==> config.mk <==
export PLATFORM = sky130hd
export DESIGN_NAME = vsp_stream_shell
export DESIGN_NICKNAME = d
export VERILOG_FILES = /design/src/verilog/vsp_pkg.sv /design/src/verilog/vsp_stream_shell.sv
export SDC_FILE = /design/constraint.sdc
export NUM_CORES = 1
export LEC_CHECK = 0
export BUFFER_PORTS_ARGS = -buffer_cell sky130_fd_sc_hd__buf_2
export CAP_MARGIN = 20
export CORE_MARGIN = 2
export CORE_UTILIZATION = 50
export CTS_CLUSTER_SIZE = 8
export DETAILED_ROUTE_END_ITERATION = 8
export PLACE_DENSITY_LB_ADDON = 0.3
export SYNTH_ARGS = -nofsm -noshare
export SYNTH_HDL_FRONTEND = slang
export SYNTH_SLANG_ARGS = --single-unit
==> constraint.sdc <==
create_clock -name sys_clk -period 1.94 [get_ports sys_clk]
set_input_delay 0 -clock sys_clk [delete_from_list [all_inputs] [get_ports sys_clk]]
set_output_delay 0 -clock sys_clk [all_outputs]
set_load 0.02 [all_outputs]
==> src/verilog/vsp_pkg.sv <==
// Purpose: Shared constants and types of the video stream port shell
// Assumes: One clock, fixed build-time configuration, no control port
// Notes:   Component width 10 bits, 4:4:4 in, 4:2:2 or 4:2:0 out
`default_nettype none

package vsp_pkg;

    // ========================================================
    // Data layout
    localparam int COMP_W = 10;
    localparam int IN_W = 32;
    localparam int OUT_W = 24;
    localparam int IN_Y_LSB = 0;
    localparam int IN_CB_LSB = 10;
    localparam int IN_CR_LSB = 20;
    localparam int OUT_Y_LSB = 0;
    localparam int OUT_C_LSB = 10;
    localparam int OUT_USED_W = 20;

    // ========================================================
    // Formats
    typedef enum logic [1:0] {
        VSP_FMT_444,
        VSP_FMT_422,
        VSP_FMT_420
    } vsp_fmt_t;

    localparam vsp_fmt_t OUT_FMT = VSP_FMT_420;

    // ========================================================
    // Fixed encoding word, laid out as the programmable one would be
    localparam logic [31:0] ENC_OFFSET = 32'h0000_0028;
    localparam int ENC_FIELD_BIT = 7;
    localparam int ENC_CHROMA_BIT = 8;
    localparam logic [31:0] ENC_VALUE = 32'h0000_0100;
    localparam bit HAS_CTRL_PORT = 1'b0;
    localparam bit HAS_IRQ_BUS = 1'b0;

    // ========================================================
    // Reset values
    localparam logic [1:0] CNT_RST = 2'h0;
    localparam logic PHASE_RST = 1'h0;
    localparam logic LINE_CHROMA_RST = 1'h1;

endpackage : vsp_pkg

`default_nettype wire

==> src/verilog/vsp_stream_shell.sv <==
// Purpose: Stream port shell: 4:4:4 input repacked as 4:2:2 or 4:2:0
// Assumes: Upstream keeps its offered beat stable until taken
// Notes:   Two-entry buffer between input and output ports
`default_nettype none

module vsp_stream_shell
    import vsp_pkg::*;
(
    input wire logic sys_clk,
    input wire logic srst,
    input wire logic core_clock_gate,
    input wire logic [IN_W-1:0] s_axis_video_tdata,
    input wire logic s_axis_video_tvalid,
    output logic s_axis_video_tready,
    input wire logic s_axis_video_tuser,
    input wire logic s_axis_video_tlast,
    output logic [OUT_W-1:0] m_axis_video_tdata,
    output logic m_axis_video_tvalid,
    input wire logic m_axis_video_tready,
    output logic m_axis_video_tuser,
    output logic m_axis_video_tlast,
    output logic field_parity
);

    // ========================================================
    // State
    typedef struct packed {
        logic [OUT_W-1:0] data0;
        logic [OUT_W-1:0] data1;
        logic sof0;
        logic sof1;
        logic eol0;
        logic eol1;
        logic [1:0] cnt;
        logic phase;
        logic line_chroma;
    } vsp_state_t;

    vsp_state_t st;
    vsp_state_t next_st;

    logic push;
    logic pop;
    logic eff_phase;
    logic eff_line_chroma;
    logic [COMP_W-1:0] in_y;
    logic [COMP_W-1:0] in_cb;
    logic [COMP_W-1:0] in_cr;
    logic [COMP_W-1:0] out_c;
    logic [OUT_W-1:0] packed_word;

    // Settings fixed at build time; no control port or irq bus built
    localparam logic CHROMA_FIRST = ENC_VALUE[ENC_CHROMA_BIT];
    localparam logic FIELD_FIXED = ENC_VALUE[ENC_FIELD_BIT];
    // No register slave, response channels or irq pins in this build

    // ========================================================
    // Handshake
    // Ready comes from registered count only, so it holds while frozen
    assign s_axis_video_tready = (st.cnt != 2'h2);
    assign m_axis_video_tvalid = (st.cnt != CNT_RST);
    // Only taken beats count, so idle cycles never carry samples
    assign push = s_axis_video_tvalid && s_axis_video_tready
        && core_clock_gate;
    assign pop = m_axis_video_tvalid && m_axis_video_tready
        && core_clock_gate;

    assign m_axis_video_tdata = st.data0;
    assign m_axis_video_tuser = st.sof0;
    assign m_axis_video_tlast = st.eol0;
    assign field_parity = FIELD_FIXED;

    // ========================================================
    // Repacking
    always_comb begin
        // Input beat holds all three components at once
        in_y = s_axis_video_tdata[IN_Y_LSB +: COMP_W];
        in_cb = s_axis_video_tdata[IN_CB_LSB +: COMP_W];
        in_cr = s_axis_video_tdata[IN_CR_LSB +: COMP_W];
        // Frame start restarts line and chroma phase
        eff_phase = s_axis_video_tuser ? PHASE_RST : st.phase;
        eff_line_chroma = s_axis_video_tuser ? CHROMA_FIRST
            : st.line_chroma;
        out_c = eff_phase ? in_cr : in_cb;
        // Lines without chroma carry zero in the chroma slot
        if (OUT_FMT == VSP_FMT_420 && !eff_line_chroma) begin
            out_c = '0;
        end
        packed_word = '0;
        packed_word[OUT_Y_LSB +: COMP_W] = in_y;
        packed_word[OUT_C_LSB +: COMP_W] = out_c;
    end

    // ========================================================
    // Next state
    always_comb begin
        next_st = st;
        if (push) begin
            if (s_axis_video_tlast) begin
                next_st.phase = PHASE_RST;
                next_st.line_chroma = (OUT_FMT == VSP_FMT_420)
                    ? !eff_line_chroma : LINE_CHROMA_RST;
            end else begin
                next_st.phase = !eff_phase;
                next_st.line_chroma = eff_line_chroma;
            end
        end
        // Head always in slot 0 so output data comes straight from a flop
        case (st.cnt)
            2'h0: begin
                if (push) begin
                    next_st.data0 = packed_word;
                    next_st.sof0 = s_axis_video_tuser;
                    next_st.eol0 = s_axis_video_tlast;
                    next_st.cnt = 2'h1;
                end
            end
            2'h1: begin
                if (push && pop) begin
                    next_st.data0 = packed_word;
                    next_st.sof0 = s_axis_video_tuser;
                    next_st.eol0 = s_axis_video_tlast;
                end else if (pop) begin
                    next_st.cnt = 2'h0;
                end else if (push) begin
                    next_st.data1 = packed_word;
                    next_st.sof1 = s_axis_video_tuser;
                    next_st.eol1 = s_axis_video_tlast;
                    next_st.cnt = 2'h2;
                end
            end
            2'h2: begin
                if (pop) begin
                    next_st.data0 = st.data1;
                    next_st.sof0 = st.sof1;
                    next_st.eol0 = st.eol1;
                    next_st.cnt = 2'h1;
                end
            end
            default: begin
                next_st.cnt = CNT_RST;
            end
        endcase
        if (!core_clock_gate) begin
            next_st = st;
        end
    end

    // ========================================================
    // Registers
    // Reset checked first, so it wins over a low clock gate
    always_ff @(posedge sys_clk) begin
        if (srst) begin
            st <= '0;
            st.cnt <= CNT_RST;
            st.phase <= PHASE_RST;
            st.line_chroma <= LINE_CHROMA_RST;
        end else begin
            st <= next_st;
        end
    end

endmodule // vsp_stream_shell

`default_nettype wire

# Word level (Yosys, flattened, before mapping)
# Cells that the tools add are included.
[word_totals]
reg_bits = 52
out_inout_bits = 29
[op_classes]
bitwise_logic = 2
n_reduce_logical = 14
eq_ne = 8
mux = 23
[op_table]
columns = ["operator", "count"]
rows = [
  ["2-to-1 mux 24 bit", 3],
  ["case mux 24 bit (3 select lines)", 1],
  ["2-to-1 mux 10 bit", 2],
  ["AND reduction 5 bit", 3],
  ["2-to-1 mux 2 bit", 6],
  ["!= test 2 bit (second input constant)", 5],
  ["2-to-1 mux 1 bit", 8],
  ["case mux 1 bit (3 select lines)", 2],
  ["case mux 2 bit (3 select lines)", 1],
  ["logical AND 1 bit", 5],
  ["!= test 3 bit (second input constant)", 1],
  ["nonzero test 3 bit", 1],
  ["== test 2 x 1 -> 1 bit (second input constant)", 1],
  ["== test 2 bit (second input constant)", 1],
  ["logical NOT 1 bit", 2],
  ["logical NOT 2 bit", 1],
  ["NOT 1 bit", 2],
  ["AND reduction 2 bit", 1],
  ["nonzero test 2 bit", 1],
]

# Logic depth before layout (Yosys ltp)
# Gate-level depths: netlist (run 1).
[depth]
depth_word = 7
mapped_depth = 5
mapped_depth_nobuf = 4

# Worst setup path after synthesis (run 1)
# OpenSTA, ideal clock, no wires.
[synth_path]
path_type = "register to register"
from = "register st[2] (netlist name)"
to = "register st (netlist bit m_axis_video_tdata[10])"
arrival_time_ns = 1.236
required_time_ns = 1.818
stages_incl_launch_ff = 6
n_path_buf = 2
slack_ns = 0.581
cell_sequence = "dfxtp_1 nand2b_1 buf_2 buf_2 mux2i_1 o22ai_1"
[synth_between]
elab_chain_len = 6
[synth_lines]
columns = ["item", "line", "text"]
rows = [
  ["start: declaration", "vsp_stream_shell.sv:39", "vsp_state_t st;"],
  ["start signal: assignment", "vsp_stream_shell.sv:159", "st <= next_st;"],
  ["!= test 2 bit (*)", "vsp_stream_shell.sv:60", "assign s_axis_video_tready = (st.cnt != 2'h2);"],
  ["named net s_axis_video_tready", "vsp_stream_shell.sv:14", "output logic s_axis_video_tready,"],
  ["logical AND 1 bit (*)", "vsp_stream_shell.sv:63", "assign push = s_axis_video_tvalid && s_axis_video_tready"],
  ["logical AND 1 bit (*)", "vsp_stream_shell.sv:64", "&& core_clock_gate;"],
  ["logical AND 1 bit", "vsp_stream_shell.sv:119", "if (push && pop) begin"],
  ["!= test 2 bit (no source line)", "-", ""],
  ["AND reduction 5 bit (no source line) (*)", "-", ""],
]
# Mark *: on every way through the listed nets, which the timed path passes. The rest lies on a longest branch.
# A chain may end at the register's enable or synchronous reset.

# Worst setup path in the final report (run 1)
[layout_path]
from = "register st[3] (netlist name)"
to = "register st (netlist bit m_axis_video_tdata[6])"
[layout_between]
elab_chain_len = 6
[layout_lines]
columns = ["item", "line"]
rows = [
  ["!= test 2 bit or nonzero test 2 bit (tied branches)", "vsp_stream_shell.sv:60, vsp_stream_shell.sv:61"],
  ["logical AND 1 bit (on tied branches)", "vsp_stream_shell.sv:63, vsp_stream_shell.sv:65"],
  ["logical AND 1 bit (on tied branches)", "vsp_stream_shell.sv:64, vsp_stream_shell.sv:66"],
  ["logical AND 1 bit", "vsp_stream_shell.sv:119"],
  ["!= test 2 bit (no source line)", "-"],
  ["AND reduction 5 bit (no source line)", "-"],
]
# Several ways; a longest one is shown, not always the timed one.

==> results of run 1 <==
## routing by layer
layer / global-route usage, % / routed length, um
met1: 25.7 / 2420
met2: 28.3 / 2180
met3: 4.61 / 300
met4: 6.26 / 55
met5: 0 / 0
## how the worst min path moves through the flow
stage	end	slack [ns]
2_1_floorplan	st[10]	0.14
3_3_place_gp	st[12]	0.26
3_5_place_dp	st[16]	0.26
4_1_cts	st[21]	0.009
5_1_grt	st[21]	0.02
6_report	st[21]	0.008
## stage by stage
step	setup WS [ns]	hold slack [ns]	power (mW)
2_1_floorplan	0.581	0.136	1.39
3_3_place_gp	0.393	0.255	1.45
3_5_place_dp	0.363	0.260	1.46
4_1_cts	0.333	0.00902	2.08
5_1_grt	0.239	0.0179	2.16
6_report	0.353	0.00804	2.06
## critical path, delay by kind of cell (launching register included)
kind,cells,cell delay [ns]
buf+inv,1,0.34
mux,1,0.17
compound gates,2,0.45
flops,1,0.45
simple gates,1,0.07
## area by class of cell
type                            instances  area [sq um]  area share (%)
Multi-Input combinational cell        205          1210            42.5
Sequential cell                        48           961            33.9
Timing Repair Buffer                   78           488            17.2
Clock buffer                            7          86.3            3.04
Tap cell                               67          83.8            2.96
Clock inverter                          1          7.51           0.265
Inverter                                1          3.75           0.132
## timing repair
action,CTS,global route
setup buffers,0,0
hold buffers,11,0
endpoints found under the hold margin,11,0
## cells in the mapped netlist
cell type,count
a211oi_1,12
a21o_1,1
a21oi_1,15
a41o_1,1
and3_1,1
buf_2,7
buf_4,26
buf_6,1
clkbuf_1,13
conb_1,1
dfxtp_1,48
inv_1,1
mux2i_1,24
nand2_1,36
nand2b_1,13
nand3_1,12
nand3b_1,10
nand4b_1,11
nor2_1,36
nor2b_1,1
nor3_1,10
nor3b_1,1
o21ai_0,2
o21ai_4,1
o21bai_1,1
o22ai_1,10
or2_2,1
xor2_1,1
## flip-flops by register name, indices dropped and copies added (netlist names)
| signal | cells |
|---|---|
| m_axis_video_tuser | 1 |
| st | 26 |
| m_axis_video_tlast | 1 |
| m_axis_video_tdata | 20 |
## power by group through the flow
| stage | combinational [mW] | sequential (mW) | clock [mW] |
|---|---|---|---|
| global route | 0.422 | 1.07 | 0.660 |
| detailed placement | 0.367 | 1.09 | 0 |
| CTS | 0.385 | 1.07 | 0.624 |
| floorplan | 0.302 | 1.08 | 0 |
| global placement | 0.361 | 1.09 | 0 |
| finish | 0.382 | 1.07 | 0.611 |
## placed cells by master, fill, tap and decap left out, types with 2 or more instances in the layout
| master | count |
|---|---|
| a211oi_1 | 12 |
| nand2b_1 | 13 |
| nand3b_1 | 10 |
| conb_1 | 5 |
| nand4b_1 | 11 |
| nand3_1 | 12 |
| buf_12 | 2 |
| a21oi_1 | 15 |
| mux2i_1 | 24 |
| buf_2 | 60 |
| clkbuf_8 | 6 |
| o21ai_0 | 2 |
| dlygate4sd3_1 | 11 |
| dfxtp_1 | 48 |
| buf_4 | 5 |
| o22ai_1 | 10 |
| nand2_1 | 36 |
| nor3_1 | 10 |
| nor2_1 | 36 |
## cells by family (layout without fill, tap and decap cells)
group	count (synthesis)	after routing
AND/OR/NAND/NOR	132	132
other	1	5
flip-flops	48	48
buffers and inverters	48	87
XOR/XNOR	1	1
AO/OA/AOI/OAI	43	43
multiplexers	24	24
==> results.yml, run 1 <==
outcome:
  status: "finished clean"
pwr:
  seq_power_share_pct: 51.8
  swShare_pct: 27.9
  max-vdd-ir-drop_mv: 0.288
  power_density_nw_per_um2: 726
  p_comb_share_pct: 18.6
  switchingPower_mw: 0.575
  clkPwrFrac_pct: 29.6
  p_int_mw: 1.49
  power.leakage_nw: 1.32
clock_tree:
  cts_buffer_depth: 2
  htreeDepth: 2
  cts_sinks: 48
  cts_tree: "built"
  path_clk_slew_ns: 0.09
  cts_resized: 0
  cts_buffers: 5
  insertion_delay_ns: 0.30
  cts_root_buf: "clkbuf_8"
final_layout:
  utilization_pct: 60.1
  finalNonFillerCells: 407
  antenna_cells: 0
  area_growth_pct: 16.0
  drive_above_1_share_pct: 22.4
  n_fill_cell: 437
  design_area_sq_um: 2840
  nets: 378
critical_path:
  path_max_fanout: 31
  startpoint: "st[3]"
  critPathKind: "reg2reg"
  required_ns: 2.16
  endpoint: "m_axis_video_tdata[6]"
  cp-start-kind: "flop"
  cp_slowest_cell: "dfxtp_1"
  critPathCaptureType: "flop"
  arrival_ns: 1.80
  r2r-start: "st[3]"
  r2r_setup_slack_ns: 0.35
  crit_chain: "mux2i_1, o21ai_4, buf_4, nor2_1, a211oi_1"
  r2r_end: "m_axis_video_tdata[6]"
  rr_worst_depth: 5
  cpPeakStageDelay_ns: 0.45
drt:
  drt-vias-per-instance: 5.08
  drt_pass1_iterations: 4
  antenna_left: 0
  vias: 2067
  drtIter0Drc: 97
  drt-total-wl_um: 4960
  wire_per_inst_um: 12.2
  drc: 0
logic_synthesis:
  synth_warnings: 0
  synth_area_sq_um: 2450
  ys_seq_area_share_pct: 39.3
  synth_top_area_share_pct: 39.3
  synthAdderAreaFrac_pct: 0
  synth_area_leaders: "dfxtp_1, mux2i_1, buf_4"
  synth_top_family_by_area: "simple AND/OR/NAND/NOR gates"
  synthMuxAreaShare_pct: 9.82
  synth-seq-cells: 48
  synth_xor_area_share_pct: 0.358
  yosysTopAreaCell: "dfxtp_1"
  netlist_instances: 297
  avgSynthCellArea_sq_um: 8.24
  synth-simple-area-share_pct: 27.0
  yosysUniqueCellTypes: 28
  synth_compound_area_share_pct: 11.4
timing:
  final.min_clock_period_ns: 1.59
  rsz0062_at_grt: "false"
  hold_viol_final: 0
  timing.fmax_mhz: 630
  setup_viol: 0
  slew_headroom_pct: 60.3
  finalCritPeriodShare_pct: 81.8
  worst_clock_skew_ns: 0.00801
  final.setup.tns_ns: 0
  report.final.slew_viol_count: 0
  worst_slew_pin_slew_ns: 0.595
global_routing:
  grt_pass1_vias: 1731
  grt_max_degree: 32
  grt_pass1_wl_um: 7820
  grt_use_total_pct: 18.5
  grt.overflow.total: 0
  antenna_found_initial: 0
floorplan:
  io-pin-count: 68
  die_x_um: 73.9
  die-area_sq_um: 5470
  rows: 25
  die_y_um: 73.9
  coreArea_sq_um: 4720
  start_util_pct: 51.8
min_path:
  min_from: "srst"
  hold_path_class: "in2reg"
  hold_depth: 2
placed_design:
  dp_hpwl_um: 3340
  placed_cell_area_sq_um: 2630
  placed_cells: 388
  gp_congestion: 0.809
  portBuffers: 60
job:
  cap_viol_max_count: 0
(Power assumes the default switching activity.)
==> inputs of run 2 (changes only) <==
--- a/config.mk
+++ b/config.mk
@@ -8,7 +8,7 @@
 export BUFFER_PORTS_ARGS = -buffer_cell sky130_fd_sc_hd__buf_2
 export CAP_MARGIN = 20
 export CORE_MARGIN = 2
-export CORE_UTILIZATION = 50
+export CORE_UTILIZATION = 47
 export CTS_CLUSTER_SIZE = 8
 export DETAILED_ROUTE_END_ITERATION = 8
 export PLACE_DENSITY_LB_ADDON = 0.3
==> constraint.sdc (replaced) <==
create_clock -name sys_clk -period 1.3 [get_ports sys_clk]
set_input_delay 0 -clock sys_clk [delete_from_list [all_inputs] [get_ports sys_clk]]
set_output_delay 0 -clock sys_clk [all_outputs]
set_load 0.02 [all_outputs]
==> results.yml, run 2 (synthesis results as in run 1) <==
final_layout:
  utilization_pct: 62.7
  finalNonFillerCells: 430
  antenna_cells: 0
  layout_common_cells: "buf_2, dfxtp_1, nand2_1, nor2_1, mux2i_1"
  largest_register: "st"
  largest_reg_flops: 26
  drive_above_1_share_pct: 32.8
  n_fill_cell: 449
  nets: 398
  final_common_cell: "buf_2"
  area_growth_pct: 30.0
placed_design:
  placed_cells: 405
  dp_hpwl_um: 3650
  place_worst_setup_slack_ns: -0.0658
  portBuffers: 60
  gp_congestion: 0.762
pwr:
  power_density_nw_per_um2: 1000
  max-vdd-ir-drop_mv: 0.612
  power.leakage_nw: 1.47
floorplan:
  rows: 26
  die_x_um: 76.1
  die-area_sq_um: 5800
  coreArea_sq_um: 5070
  io-pin-count: 68
  start_util_pct: 48.2
  die_y_um: 76.1
drt:
  drt-total-wl_um: 5580
  drt_pass1_iterations: 4
  vias: 2151
  drt-vias-per-instance: 5.00
  antenna_left: 0
  wire_per_inst_um: 13.0
  drtIter0Drc: 129
  drc: 0
global_routing:
  grt.overflow.total: 0
  grt_pass1_wl_um: 9310
  antenna_found_initial: 0
  grt_max_degree: 26
  grt_use_total_pct: 19.2
  grt_pass1_vias: 2023
critical_path:
  r2r_setup_slack_ns: -0.08
  cpPeakStageDelay_ns: 0.35
  critical_path_depth: 6
  r2r-start: "st[3]"
  cp-start-kind: "flop"
  endpoint: "m_axis_video_tdata[7]"
  cpLargestDelayFamily: "compound AO/OA/AOI/OAI gates"
  critPathKind: "reg2reg"
  r2r_end: "m_axis_video_tdata[7]"
  path_max_fanout: 12
  arrival_ns: 1.59
  startpoint: "st[3]"
  rr_worst_depth: 6
  path_buf_inv: 2
  crit_chain: "buf_6, nand4b_1, o21ai_4, buf_12, nor2_1, a211oi_1"
  cp_slowest_cell: "dfxtp_2"
  critPathCaptureType: "flop"
  required_ns: 1.51
clock_tree:
  cts_buffers: 5
  cts_buffer_depth: 2
  path_clk_slew_ns: 0.09
  cts_root_buf: "clkbuf_8"
  insertion_delay_ns: 0.29
  cts_tree: "built"
  cts_sinks: 48
  htreeDepth: 2
outcome:
  violations: "negative setup slack"
  status: "finished with violations"
min_path:
  hold_path_class: "in2reg"
timing:
  hold_viol_final: 0
  setup_viol: 28
  worst_clock_skew_ns: 0.00819
  timing.fmax_mhz: 724
  final.setup.worst_slack_ns: -0.0808
  final.setup.tns_ns: -1.25
  finalCritPeriodShare_pct: 106
  final.min_clock_period_ns: 1.38
  hold_slack_ns: 0.0505
  report.final.slew_viol_count: 0
  rsz0062_at_grt: "true"
job:
  cap_viol_max_count: 0
run 2: cell count changes in the layout (fill, tap and decap cells not counted), moves of 3 or more:
cell,before,now
buf_4,5,14
buf_6,0,8
a211oi_1,12,7
a211oi_2,0,5
o22ai_1,10,6
o22ai_2,0,4
dfxtp_1,48,45
dfxtp_2,0,3
nand2b_1,13,10
run 2: metrics by stage:
step | power (mW) | instance area [sq um]
final | 3.18 | 3180
after global routing | 3.33 | 3180
after CTS | 3.17 | 3110
after detailed placement | 2.22 | 2750
after global placement | 2.21 | 2750
after floorplan | 2.07 | 2460
run 2: worst min-delay path by stage:
stage / from / endpoint / slack [ns] / depth (start not counted)
3_3_place_gp: s_axis_video_tdata[1] / st[9] / 0.25 / 3
4_1_cts: srst / st[2] / 0.05 / 2
5_1_grt: srst / st[6] / 0.06 / 2
3_5_place_dp: s_axis_video_tdata[8] / st[16] / 0.26 / 3
2_1_floorplan: s_axis_video_tdata[2] / st[10] / 0.14 / 2
6_report: srst / st[6] / 0.05 / 2
run 2: where the power goes:
group          internal [mW]  switching (mW)
sequential              1.55          0.0419
combinational          0.336           0.386
clock                  0.376           0.499
run 2: layout make-up:
class / count / area [sq um] / area share (%)
multi-input combinational: 205 / 1310 / 41.1
tap: 70 / 87.6 / 2.75
clock inverter: 3 / 18.8 / 0.590
timing repair buffer: 98 / 731 / 23.0
inverter: 1 / 3.75 / 0.118
clock buffer: 5 / 68.8 / 2.16
sequential: 48 / 965 / 30.3
run 2: worst register-to-register path, delay by kind of cell (launching register included):
family / cells / cell delay [ns]
AOI/OAI and AO/OA: 2 / 0.38
and+or+nand+nor: 2 / 0.27
DFF: 1 / 0.35
buffers and inverters: 2 / 0.29
run 2: layer usage:
layer	routed length [um]	up-vias	track usage, %	share of wire [%]
met2	2640	46	31.6	47
met1	2690	987	26.0	48
li1	-	1116	-	-
met3	227	2	3.79	4.1
met5	0	-	0	0
met4	21	0	5.09	0.38
run 2: what timing repair did:
item,4_1_cts,5_1_grt
setup endpoints to repair,26,48
pin swaps,2,1
hold buffers,11,0
setup buffers,3,1
hold endpoints to repair,11,0
gates resized for setup,22,17
cloned,2,1
